--- config.mk ---
export PLATFORM = sky130hd
export DESIGN_NAME = key_matrix_scan_encoder
export DESIGN_NICKNAME = d
export VERILOG_FILES = /design/src/verilog/key_scan_pkg.sv /design/src/verilog/key_matrix_scan_encoder.sv
export VERILOG_INCLUDE_DIRS = /design/src /design/src/verilog
export SDC_FILE = /design/constraint.sdc
export NUM_CORES = 1
export LEC_CHECK = 0
export ABC_CLOCK_PERIOD_IN_PS = 5400
export BUFFER_PORTS_ARGS = -buffer_cell sky130_fd_sc_hd__buf_2
export CORE_MARGIN = 4
export CORE_UTILIZATION = 60
export DETAILED_ROUTE_END_ITERATION = 12
export HOLD_SLACK_MARGIN = 0.03
export PLACE_DENSITY = 0.85
export REMOVE_ABC_BUFFERS = 1
export SKIP_LAST_GASP = 1
export SYNTH_ARGS = -nofsm -noshare
export SYNTH_HDL_FRONTEND = slang
export SYNTH_SLANG_ARGS = --single-unit
--- constraint.sdc ---
create_clock -name aclk -period 5.4 [get_ports aclk]
set_clock_uncertainty 0.1 [all_clocks]
set_input_delay 0.27 -clock aclk [delete_from_list [all_inputs] [get_ports aclk]]
set_output_delay 0.27 -clock aclk [all_outputs]
set_load 0.02 [all_outputs]
--- src/verilog/key_scan_regs.svh ---
// Register map, field positions, reset values and timing constants of the key scan encoder
`ifndef KEY_SCAN_REGS_SVH
`define KEY_SCAN_REGS_SVH

`define REG_CTRL 4'h0
`define REG_SCAN_DIV 4'h4
`define REG_DEBOUNCE 4'h8
`define REG_STATUS 4'hc

`define CTRL_EXT_CLK 0
`define CTRL_ROWS5 1
`define CTRL_RESET 2'h2

`define DEB_TICKS_RESET 8'h04
`define CLK_PERIOD_NS 10
`define SCAN_PERIOD_NS 100000

`define ST_VALID 0
`define ST_CODE_LO 1
`define ST_CODE_HI 5
`define ST_STATE_LO 8
`define ST_STATE_HI 9

`define RESP_OKAY 2'h0
`define RESP_SLVERR 2'h2

`endif
--- src/verilog/key_scan_pkg.sv ---
// Types shared by the key scan encoder
`default_nettype none
package key_scan_pkg;

   // Key position: code index is row * 4 + column
   typedef struct packed {
      logic [2:0] row;
      logic [1:0] col;
   } key_pos_t;

   typedef enum logic [1:0] {
      SCAN = 2'b00,
      DEBOUNCE = 2'b01,
      HOLD = 2'b10
   } scan_state_t;

endpackage
`default_nettype wire

--- src/verilog/key_matrix_scan_encoder.sv ---
// Key matrix scan encoder with AXI4-Lite control and status registers
`timescale 1ns/1ps
`default_nettype none
`include "key_scan_regs.svh"

// How it works
// RL1: Scan steps come from an internal divider of the system clock or from rising edges on the external scan clock input.
// RL2: A key is taken only when its row is the sole closed row of the driven column, so phantom keys are never reported.
// RL3: A closure must persist for the set number of scan steps, and with no debounce timing element fitted it is taken at once.
// RL4: Key-valid rises when a debounced closure is accepted.
// RL5: Key-valid falls as soon as the accepted key opens, whatever other key is held.
// RL6: After a release the scan resumes, so a second held key is accepted after one normal debounce interval.
// RL7: The code register keeps the last accepted key on the outputs until a new key is accepted.
// RL8: The code outputs are three-state, driven or released under an output enable so that a bus may be shared.
// RL9: Rows are sensed with pull-ups and four columns are driven, the fifth row being present only in 20-key mode.
// RL10: The code is four times the row plus the column, from 0 to 19, bit 0 being the low bit.
// RL11: An outside scan clock may replace the timing element only if it runs below 10 kHz.
// RL12: The code outputs drive while the active-low enable is low and float otherwise, key-valid always driven.
// RL13: One column is active at a time, advancing each scan step, and the scan halts while a key is debounced or held.
module key_matrix_scan_encoder
   import key_scan_pkg::*;
#(
   parameter logic [15:0] SCAN_DIV_DEFAULT = 16'(`SCAN_PERIOD_NS / `CLK_PERIOD_NS)
) (
   input wire logic aclk,
   input wire logic aresetn,
   input wire logic [3:0] s_axi_awaddr,
   input wire logic s_axi_awvalid,
   output logic s_axi_awready,
   input wire logic [31:0] s_axi_wdata,
   input wire logic [3:0] s_axi_wstrb,
   input wire logic s_axi_wvalid,
   output logic s_axi_wready,
   output logic [1:0] s_axi_bresp,
   output logic s_axi_bvalid,
   input wire logic s_axi_bready,
   input wire logic [3:0] s_axi_araddr,
   input wire logic s_axi_arvalid,
   output logic s_axi_arready,
   output logic [31:0] s_axi_rdata,
   output logic [1:0] s_axi_rresp,
   output logic s_axi_rvalid,
   input wire logic s_axi_rready,
   input wire logic scan_osc_in,
   input wire logic debounce_timing_input,
   input wire logic output_enable_n,
   input wire logic row_sense_0,
   input wire logic row_sense_1,
   input wire logic row_sense_2,
   input wire logic row_sense_3,
   input wire logic row_sense_4,
   output logic column_drive_0,
   output logic column_drive_1,
   output logic column_drive_2,
   output logic column_drive_3,
   output logic [4:0] code_out,
   output logic code_oe,
   output logic key_valid
);

   logic [1:0] ctrl;
   logic [15:0] scan_div;
   logic [7:0] deb_ticks;
   logic [4:0] rows_meta, rows_sync;
   logic [2:0] misc_meta, misc_sync;
   logic osc_prev;
   logic [15:0] div_cnt;
   logic tick;
   scan_state_t state;
   logic [1:0] col;
   key_pos_t cand;
   logic [7:0] deb_cnt;
   logic [4:0] pressed;
   logic single_row;
   logic [2:0] first_row;
   logic cand_closed;
   logic accept;
   logic released;
   logic aw_held, w_held;
   logic [3:0] aw_addr;
   logic [31:0] w_data;
   logic [3:0] w_strb;

   // Lowest closed row of the driven column
   function automatic logic [2:0] lowest_row(input logic [4:0] p);
      logic [2:0] r;
      r = 3'h0;
      for (int i = 4; i >= 0; i--) begin
         if (p[i]) begin
            r = 3'(i);
         end
      end
      return r;
   endfunction

   // Two-flop synchronisers for the row, scan clock, debounce and enable pins; nothing reads the first stage but the second
   always_ff @(posedge aclk) begin
      rows_meta <= {row_sense_4, row_sense_3, row_sense_2, row_sense_1, row_sense_0};
      rows_sync <= rows_meta;
      misc_meta <= {scan_osc_in, debounce_timing_input, output_enable_n};
      misc_sync <= misc_meta;
      osc_prev <= misc_sync[2];
   end

   // Open row reads high through its pull-up; row 4 ignored in 16-key mode
   assign pressed = ~rows_sync & {ctrl[`CTRL_ROWS5], 4'hf}; // RL9
   assign single_row = (pressed != 5'h00) && ((pressed & (pressed - 5'h01)) == 5'h00); // RL2
   assign first_row = lowest_row(pressed);
   assign cand_closed = (pressed == (5'h01 << cand.row)); // RL2
   assign released = (state == HOLD) && tick && !pressed[cand.row]; // RL5
   // Bypass when no debounce element: a lone closure is taken at its first sighting
   assign accept = tick && ((state == SCAN && single_row && !misc_sync[1]) // RL3
      || (state == DEBOUNCE && cand_closed && deb_cnt >= deb_ticks)); // RL3

   // Scan step source; external edges assume a slow outside clock so none is missed
   always_ff @(posedge aclk) begin
      if (!aresetn) begin
         div_cnt <= 16'h0000;
         tick <= 1'b0;
      end else if (ctrl[`CTRL_EXT_CLK]) begin
         div_cnt <= 16'h0000;
         tick <= misc_sync[2] && !osc_prev; // RL1 RL11
      end else if (div_cnt + 16'h0001 >= scan_div) begin
         div_cnt <= 16'h0000;
         tick <= 1'b1; // RL1
      end else begin
         div_cnt <= div_cnt + 16'h0001;
         tick <= 1'b0;
      end
   end

   // Scan, debounce and hold sequence
   always_ff @(posedge aclk) begin
      if (!aresetn) begin
         state <= SCAN;
         col <= 2'h0;
         cand <= '0;
         deb_cnt <= 8'h00;
      end else if (tick) begin
         case (state)
            SCAN: begin
               if (single_row) begin
                  cand <= '{row: first_row, col: col}; // RL10
                  deb_cnt <= 8'h01;
                  state <= misc_sync[1] ? DEBOUNCE : HOLD; // RL3
               end else begin
                  col <= col + 2'h1; // RL13
               end
            end
            DEBOUNCE: begin
               if (accept) begin
                  state <= HOLD;
               end else if (cand_closed) begin
                  deb_cnt <= deb_cnt + 8'h01; // RL3
               end else begin
                  state <= SCAN; // Bounce or phantom: resume scanning
                  col <= col + 2'h1;
               end
            end
            HOLD: begin
               if (!pressed[cand.row]) begin
                  state <= SCAN; // RL6
                  col <= col + 2'h1;
               end
            end
            default: state <= SCAN;
         endcase
      end
   end

   // Column drive, active low, one at a time
   always_ff @(posedge aclk) begin
      if (!aresetn) begin
         {column_drive_3, column_drive_2, column_drive_1, column_drive_0} <= 4'hf;
      end else begin
         {column_drive_3, column_drive_2, column_drive_1, column_drive_0} <= ~(4'h1 << col); // RL13
      end
   end

   // Last key register and key-valid flag
   always_ff @(posedge aclk) begin
      if (!aresetn) begin
         code_out <= 5'h00;
         key_valid <= 1'b0;
      end else if (accept) begin
         code_out <= (state == SCAN) ? {first_row, col} : cand; // RL7 RL10
         key_valid <= 1'b1; // RL4
      end else if (released) begin
         key_valid <= 1'b0; // RL5
      end
   end

   // Bus drivers enabled by the active-low enable pin; key-valid is never floated
   always_ff @(posedge aclk) begin
      if (!aresetn) begin
         code_oe <= 1'b0;
      end else begin
         code_oe <= !misc_sync[0]; // RL8 RL12
      end
   end

   // Write channel: address and data taken in either order, one write at a time
   always_ff @(posedge aclk) begin
      if (!aresetn) begin
         aw_held <= 1'b0;
         w_held <= 1'b0;
         aw_addr <= 4'h0;
         w_data <= 32'h0000_0000;
         w_strb <= 4'h0;
         s_axi_bvalid <= 1'b0;
         s_axi_bresp <= `RESP_OKAY;
         ctrl <= `CTRL_RESET;
         scan_div <= SCAN_DIV_DEFAULT;
         deb_ticks <= `DEB_TICKS_RESET;
      end else begin
         if (s_axi_awvalid && s_axi_awready) begin
            aw_held <= 1'b1;
            aw_addr <= s_axi_awaddr;
         end
         if (s_axi_wvalid && s_axi_wready) begin
            w_held <= 1'b1;
            w_data <= s_axi_wdata;
            w_strb <= s_axi_wstrb;
         end
         if (s_axi_bvalid && s_axi_bready) begin
            s_axi_bvalid <= 1'b0;
         end
         if (aw_held && w_held && !s_axi_bvalid) begin
            aw_held <= 1'b0;
            w_held <= 1'b0;
            s_axi_bvalid <= 1'b1;
            s_axi_bresp <= `RESP_OKAY;
            case (aw_addr)
               `REG_CTRL: begin
                  if (w_strb[0]) ctrl <= w_data[1:0];
               end
               `REG_SCAN_DIV: begin
                  if (w_strb[0]) scan_div[7:0] <= w_data[7:0];
                  if (w_strb[1]) scan_div[15:8] <= w_data[15:8];
               end
               `REG_DEBOUNCE: begin
                  if (w_strb[0]) deb_ticks <= w_data[7:0];
               end
               `REG_STATUS: ; // Read-only, write ignored
               default: s_axi_bresp <= `RESP_SLVERR;
            endcase
         end
      end
   end

   // Ready only while nothing of that kind is held, so one write at most
   always_ff @(posedge aclk) begin
      if (!aresetn) begin
         s_axi_awready <= 1'b0;
         s_axi_wready <= 1'b0;
      end else begin
         s_axi_awready <= !aw_held && !(s_axi_awvalid && s_axi_awready) && !s_axi_bvalid;
         s_axi_wready <= !w_held && !(s_axi_wvalid && s_axi_wready) && !s_axi_bvalid;
      end
   end

   // Read channel: answer one cycle after the address is taken
   always_ff @(posedge aclk) begin
      if (!aresetn) begin
         s_axi_arready <= 1'b0;
         s_axi_rvalid <= 1'b0;
         s_axi_rdata <= 32'h0000_0000;
         s_axi_rresp <= `RESP_OKAY;
      end else begin
         s_axi_arready <= !s_axi_rvalid && !(s_axi_arvalid && s_axi_arready);
         if (s_axi_rvalid && s_axi_rready) begin
            s_axi_rvalid <= 1'b0;
         end
         if (s_axi_arvalid && s_axi_arready) begin
            s_axi_rvalid <= 1'b1;
            s_axi_rresp <= `RESP_OKAY;
            s_axi_rdata <= 32'h0000_0000;
            case (s_axi_araddr)
               `REG_CTRL: s_axi_rdata[1:0] <= ctrl;
               `REG_SCAN_DIV: s_axi_rdata[15:0] <= scan_div;
               `REG_DEBOUNCE: s_axi_rdata[7:0] <= deb_ticks;
               `REG_STATUS: begin
                  s_axi_rdata[`ST_VALID] <= key_valid;
                  s_axi_rdata[`ST_CODE_HI:`ST_CODE_LO] <= code_out;
                  s_axi_rdata[`ST_STATE_HI:`ST_STATE_LO] <= state;
               end
               default: s_axi_rresp <= `RESP_SLVERR;
            endcase
         end
      end
   end
endmodule
`default_nettype wire

# Word-level counts from Yosys, hierarchy flattened
# Cells that the tools add are included.
# op_classes
add_sub_neg	4
order_cmp	3
eq_ne	16
shift	2
muxes	38
bitwise_logic	5
reduce_logical	55
# ops
cell	count
$mux W8	3
$mux W2	11
$logic_and A1 B1 Y1	21
$add A16 B1 Y16 const B	1
$eq A4 B4 Y1 const B	4
$ge A16 B16 Y1	1
$pmux W8 S2	1
$mux W3	5
$reduce_and A3 Y1	5
$ne A2 B2 Y1 const B	6
$pmux W2 S3	2
$pmux W4 S3	1
$logic_not A1 Y1	11
$and A5 B5 Y5	2
$mux W1	9
$add A8 B1 Y8 const B	1
$eq A4 B3 Y1 const B	2
$ge A8 B8 Y1	1
$logic_not A4 Y1	2
$pmux W2 S2	2
$pmux W2 S4	1
$reduce_bool A2 Y1	4
$reduce_or A4 Y1	2
$mux W6	1
24 further kinds	24
# totals
register_bits	137
out_inout_bits	52
elab_cells	159

# Logic depth before layout (Yosys ltp)
# Gate-level depths: netlist of the first run.
# depth
word_depth	12
depth_mapped	13
depth_no_buf	12

# Worst setup path before layout of the first run
# OpenSTA, ideal clock, no wires.
# synth_timing
path_type	register to register
start	register div_cnt[2]
end	register div_cnt[10]
arrival_time_ps	2771
t_required_ps	5224
path_slack_ps	2453
stages_incl_launch_ff	14
cell_sequence	dfxtp_1 and4_1 nand4_1 nor2_1 nand3_1 xnor2_1 ha_1 a21o_1 a21o_1 a211oi_2 and4_1 o21ai_1 clkbuf_1 a21boi_0
# synth_via
elab_chain_len	3
# synth_rtl
element	line_no	source
from (decl)	key_matrix_scan_encoder.sv:67	logic [15:0] div_cnt;
from (signal assigned)	key_matrix_scan_encoder.sv:127	div_cnt <= div_cnt + 16'h0001;
$add A16 B1 Y16 (*)	key_matrix_scan_encoder.sv:123, key_matrix_scan_encoder.sv:127	
$ge A16 B16 Y1	key_matrix_scan_encoder.sv:123	end else if (div_cnt + 16'h0001 >= scan_div) begin
$reduce_or A3 Y1 (no source line)	-	
# Every way passes the cells marked *; elsewhere a longest branch is shown, timed or not.
# A chain may end at the register's enable or synchronous reset.

# Worst setup path after layout of the first run
# layout_timing
start	register div_cnt[2]
end	register div_cnt[11]
# The elaborated chain is that of the path after synthesis.

==> results.cfg, run 1 <==
[setup_path]
required_ps = 5740
path_class = register to register
critPathMaxFanout = 16
r2r_cells = 12
startpoint = div_cnt[2]
cp-end-kind = register
startpoint_type = register
arrival_ps = 3890
r2r_start = div_cnt[2]

[synth]
synth_area_leader_cell = dfxtp_1
async_flop_share = 0
dominantRegCellSynth = dfxtp_1
synth_top_area_frac = 0.447
synth_most_common_cell = dfxtp_1
yosys_warnings = 0
ys_top_cells_by_area = dfxtp_1 45%, mux2i_1 6.6%, ha_1 6.2%, nand2_1 5.8%, a21oi_1 3.6%
synthDistinctLibCells = 61
yosys-top-cells-count = 135 x dfxtp_1, 93 x nand2_1, 48 x nor2_1
synth.cell_area_um2 = 6040
synthCells = 666
syn_avg_cell_area_um2 = 9.07
synth_enable_flop_cells = 0
synth-seq-area-share = 0.447
ys_seq_elements = 135

[sta]
tightest_slew_ps = 979
min_period_ps = 3550
setup_viol = 0
period_share = 0.657
final_max_slew_viol_count = 0
fmax_mhz = 282
slew_headroom = 0.341
rsz0062_at_grt = no
finalSetupTns_ps = 0
hold_viol_final = 0

[power_and_ir_drop]
peakVddDrop_mv = 0.188
leakage_nw = 3.27
power_density_nw_per_um2 = 328

[worst_hold_path]
min_path_cells = 3
worstHoldStart = s_axi_araddr[0]
hp-class = primary input to register

[die]
die-area_um2 = 11700
io-pin-count = 111
start_util = 0.618
die_h_um = 108
core_um2 = 9770
row_count = 36
die_w_um = 108

[drt]
drt_first_pass_iters = 7
detail-route-antenna-nets = 0
top_layer_used = met4
wl_met2_um = 7650
drcViolationCount = 0
drt_iter0_markers = 413
routedWlPerCell_um = 16.8
wl_met1_um = 6030
wl_met3_um = 1050
avgViaCountPerCell = 5.78
via_count = 5279
routed_wl_um = 15300

[global_routing]
first_global_vias = 5403
antenna_found_initial = 0
grt_usage = 0.275
grt_max_degree = 57
grt_pass1_wl_um = 25400
overflow = 0

[clock_network]
worst_skew_pair.late_latency_ps = 540
postCtsResizedCells = 0
cts_sinks = 135
path_clk_slew_ps = 60
clock_path_buffers = 2
cts_tree = yes
cts-buffers-inserted = 17
postCtsSetupBuffers = 0
cts-root-buf = clkbuf_8
htree_num_levels = 4

[finish]
num-fill-cells = 651
drive_gt1_frac = 0.149
area_growth_pct = 21.8
antenna_cells = 0
nNetsFinal = 858
finish.instance_area_um2 = 7350

[run_status]
status = finished clean

[placement]
hpwl_um = 9760
gp_congestion = 0.871
placed_area_um2 = 6380
portBuffers = 74

[job]
maxCapViolCount = 0
==> area by class of cell <==
class,instances,area (um2),area share
Inverter,32,120,0.0163
Timing Repair Buffer,115,776,0.105
Tap cell,133,166,0.0226
Sequential cell,135,2700,0.367
Multi-Input combinational cell,468,3000,0.408
Clock buffer,19,432,0.0587
Clock inverter,12,154,0.0209
==> final timing paths <==
kind	to	slack [ps]
worst max-delay path	div_cnt[11]	1850
worst min-delay path	s_axi_rresp[1]	40
worst max register to register	div_cnt[11]	1850
worst min register to register	rows_sync[1]	230
==> metal layers <==
layer	track usage	up-vias
met5	0	-
met4	0.142	0
met3	0.0693	62
met2	0.473	247
met1	0.317	2476
li1	-	2494
==> critical path, stage by stage (launching register included) <==
cell	delay, ps
dfxtp_1	400
and4_1	300
nand4_1	210
nor2_1	230
nand3_1	120
xnor2_1	240
ha_1	300
a21o_1	190
a21o_1	180
a211oi_2	310
and4_1	240
o21ai_1	320
a21boi_0	310
==> kinds of logic after synthesis <==
| family | Yosys count | synth area share |
|---|---|---|
| AOI/OAI and AO/OA | 140 | 0.155 |
| xor gates and xnor gates | 16 | 0.0232 |
| adders and majority gates | 30 | 0.0622 |
| buffers and inverters | 80 | 0.0657 |
| DFF | 135 | 0.447 |
| muxes | 42 | 0.0738 |
| other | 1 | 0.000621 |
| and+or+nand+nor | 222 | 0.172 |
==> power by group <==
part | total, W | switching, W | internal, W
sequential | 0.00106 | 0.0000315 | 0.00103
combinational | 0.000207 | 0.000116 | 0.0000912
clock | 0.00114 | 0.000430 | 0.000711
total | 0.00241 | 0.000578 | 0.00183
==> through the flow <==
step                      setup WS [ps]   util  hold WS (ps)  total power (W)  cells
after global placement             2150  0.653           210          0.00125    844
after CTS                          1870  0.752          58.3          0.00241    914
after global routing               1580  0.752          95.9          0.00249    914
after floorplan                    2500      -           198          0.00120    635
final                              1850  0.752          41.2          0.00241    914
after detailed placement           1890  0.653           212          0.00126    844
==> placed cells by master (no fill, tap or decap), drive strengths merged, types with 4 or more instances in the layout <==
cell type / netlist / layout
dfxtp: 135 / 135
nand2: 93 / 93
buf: 32 / 76
nor2: 49 / 49
a21oi: 44 / 44
mux2i: 40 / 40
dlygate4sd3: 0 / 39
inv: 32 / 32
ha: 30 / 30
o21ai: 27 / 27
nand3: 23 / 23
clkbuf: 16 / 19
conb: 1 / 18
a21boi: 17 / 17
xnor2: 12 / 12
nand2b: 10 / 10
and3: 8 / 8
a22oi: 8 / 8
a22o: 7 / 7
a21o: 7 / 7
nor3: 6 / 6
nand4: 6 / 6
nor2b: 6 / 6
clkinv: 0 / 6
o311ai: 5 / 5
xor2: 4 / 4
nand4b: 4 / 4
nor4: 4 / 4
==> sequential cells by signal, indices dropped and copies added (netlist names), 2 cells and up <==
register     flops
code_out         5
deb_cnt          8
aw_addr          4
col              2
misc_sync        3
cand             5
misc_meta        3
scan_div        16
w_strb           2
div_cnt         16
deb_ticks        8
w_data          16
rows_meta        5
ctrl             2
s_axi_rdata     16
state            2
rows_sync        5
==> what timing repair did <==
action | 4_1_cts | 5_1_grt
hold endpoints to repair | 34 | 0
setup endpoints to repair | 0 | 0
hold buffers | 39 | 0
(Power assumes the default switching activity.)
==> inputs of run 2 (changes only) <==
Settings changed: ABC_CLOCK_PERIOD_IN_PS 5400 to 3300, CORE_UTILIZATION 60 to 56, PLACE_DENSITY 0.85 to 0.8.
Clock period 5.4 ns to 3.3 ns, I/O delays scaled along.
==> run 2 against run 1 <==
Global-route usage fell by 3.3 points. Sequential power rose by 64%. Routed wire length fell by 2.7%. Worst hold slack improved by 14 ps. First-iteration DRC count fell by 17%. Register-to-register slack got worse by 1800 ps. Utilization fell by 2.4 points. Combinational power rose by 78%. Critical path type unchanged. Critical endpoint is now div_cnt[12]. Largest cell class unchanged.
==> results.cfg, run 2 (synthesis results as in run 1) <==
[setup_path]
r2r_cells = 12
critPathBufInv = 0
crit_slowest_cell = dfxtp_1
crit_path_cell_trace = and4_4 > nand4_1 > nor2_2 > nand3_1 > xnor2_2 > ha_1 > a21o_1 > a21o_1 > a211oi_4 > and4_1 > o21ai_4 > a21boi_0
cp-end-kind = register
cp_common_cell = a21o_1
critPathMaxFanout = 16
crit_path_max_incr_delay_ps = 390
arrival_ps = 3550
startpoint_type = register
required_ps = 3640
path_depth = 12
reg2reg_to = div_cnt[12]
r2r_start = div_cnt[3]
regToRegSetupSlack_ps = 90
path_class = register to register
cp_top_family = compound AO/OA/AOI/OAI gates

[clock_network]
htree_num_levels = 4
path_clk_slew_ps = 60
cts_tree = yes
cts-root-buf = clkbuf_8
cts_sinks = 135
worst_skew_pair.late_latency_ps = 530
cts-buffers-inserted = 17
clock_path_buffers = 2

[finish]
finish.instance_area_um2 = 7590
nNetsFinal = 873
area_growth_pct = 25.6
antenna_cells = 0
final_common_cell = dfxtp_1
drive_gt1_frac = 0.161
fin_util = 0.728
final_cell_mix = 134 x dfxtp_1, 93 x nand2_1, 74 x buf_2

[die]
row_count = 37
start_util = 0.580
io-pin-count = 111
core_um2 = 10400
die_h_um = 112
die_w_um = 112
die-area_um2 = 12500

[worst_hold_path]
hp-class = primary input to register
min_to = s_axi_rdata[4]
min_path_cells = 3
worstHoldStart = s_axi_araddr[3]

[job]
maxCapViolCount = 0

[power_and_ir_drop]
peakVddDrop_mv = 0.278
leakage_nw = 3.40
power_density_nw_per_um2 = 539

[placement]
portBuffers = 74
gp_congestion = 0.847
hpwl_um = 9750
placed_area_um2 = 6400

[drt]
detail-route-antenna-nets = 0
avgViaCountPerCell = 5.57
drt_first_pass_iters = 5
routed_wl_um = 14900
drcViolationCount = 0
drt_iter0_markers = 343
routedWlPerCell_um = 16.0
via_count = 5196

[sta]
final_max_slew_viol_count = 0
period_share = 0.973
hold_ws_ps = 55.1
fmax_mhz = 312
setup_viol = 0
tightest_slew_ps = 771
finalSetupTns_ps = 0
min_period_ps = 3210
hold_viol_final = 0
slew_headroom = 0.481

[global_routing]
overflow = 0
grt_pass1_wl_um = 24600
grt_usage = 0.242
first_global_vias = 5059
antenna_found_initial = 0
grt_max_degree = 60

[run_status]
status = finished clean
-- run 2: cell count changes in the layout (fill, tap and decap cells not counted), moves of 2 or more --
cell and delta:
a21boi_0 -7, a21boi_1 +7, buf_4 +4, clkbuf_8 +2, clkinv_4 -2, dlygate4sd3_1 +11
-- run 2: timing repair --
item,CTS,global route
endpoints found under the setup margin,16,17
endpoints found under the hold margin,43,0
pin swaps,0,4
buffers inserted,0,2
hold buffers,50,0
resized for setup,2,14
-- run 2: metal layers --
layer | wire [um] | global-route usage
met1 | 6280 | 0.295
met2 | 7440 | 0.411
met3 | 830 | 0.0598
met4 | 376 | 0.0965
met5 | 0 | 0
-- run 2: per-stage QoR --
step	instances	power [W]	setup slack, ps
finish	933	0.00409	90.6
global placement	849	0.00205	71.5
global route	933	0.00424	-35.3
CTS	931	0.00408	20.4
floorplan	635	0.00196	404
detailed placement	849	0.00207	-37.1
-- run 2: worst reg2reg max path, stage by stage (launching register included) --
cell and delay (ps):
dfxtp_1 390, and4_4 260, nand4_1 200, nor2_2 190, nand3_1 130, xnor2_2 170, ha_1 310, a21o_1 200
a21o_1 210, a211oi_4 300, and4_1 280, o21ai_4 140, a21boi_0 250
-- run 2: area by class of cell --
cell class                      count  area, um2
Multi-Input combinational cell    468       3050
Fill cell                         721       2830
Sequential cell                   135       2700
Timing Repair Buffer              130        916
Clock buffer                       20        455
Clock inverter                     12        174
Tap cell                          136        170
Inverter                           32        120
-- run 2: worst max-delay path by stage --
stage / start / to / slack [ps]
6_report: div_cnt[3] / div_cnt[12] / 90
2_1_floorplan: div_cnt[2] / div_cnt[10] / 400
3_5_place_dp: div_cnt[2] / div_cnt[1] / -40
3_3_place_gp: div_cnt[2] / div_cnt[5] / 70
4_1_cts: div_cnt[2] / div_cnt[11] / 20
5_1_grt: div_cnt[3] / div_cnt[12] / -40
-- run 2: power by group --
part           switching [W]  leakage [nW]  internal [W]
Sequential         0.0000532          1.10       0.00169
Combinational       0.000206          2.00      0.000161
Clock               0.000697         0.299       0.00128
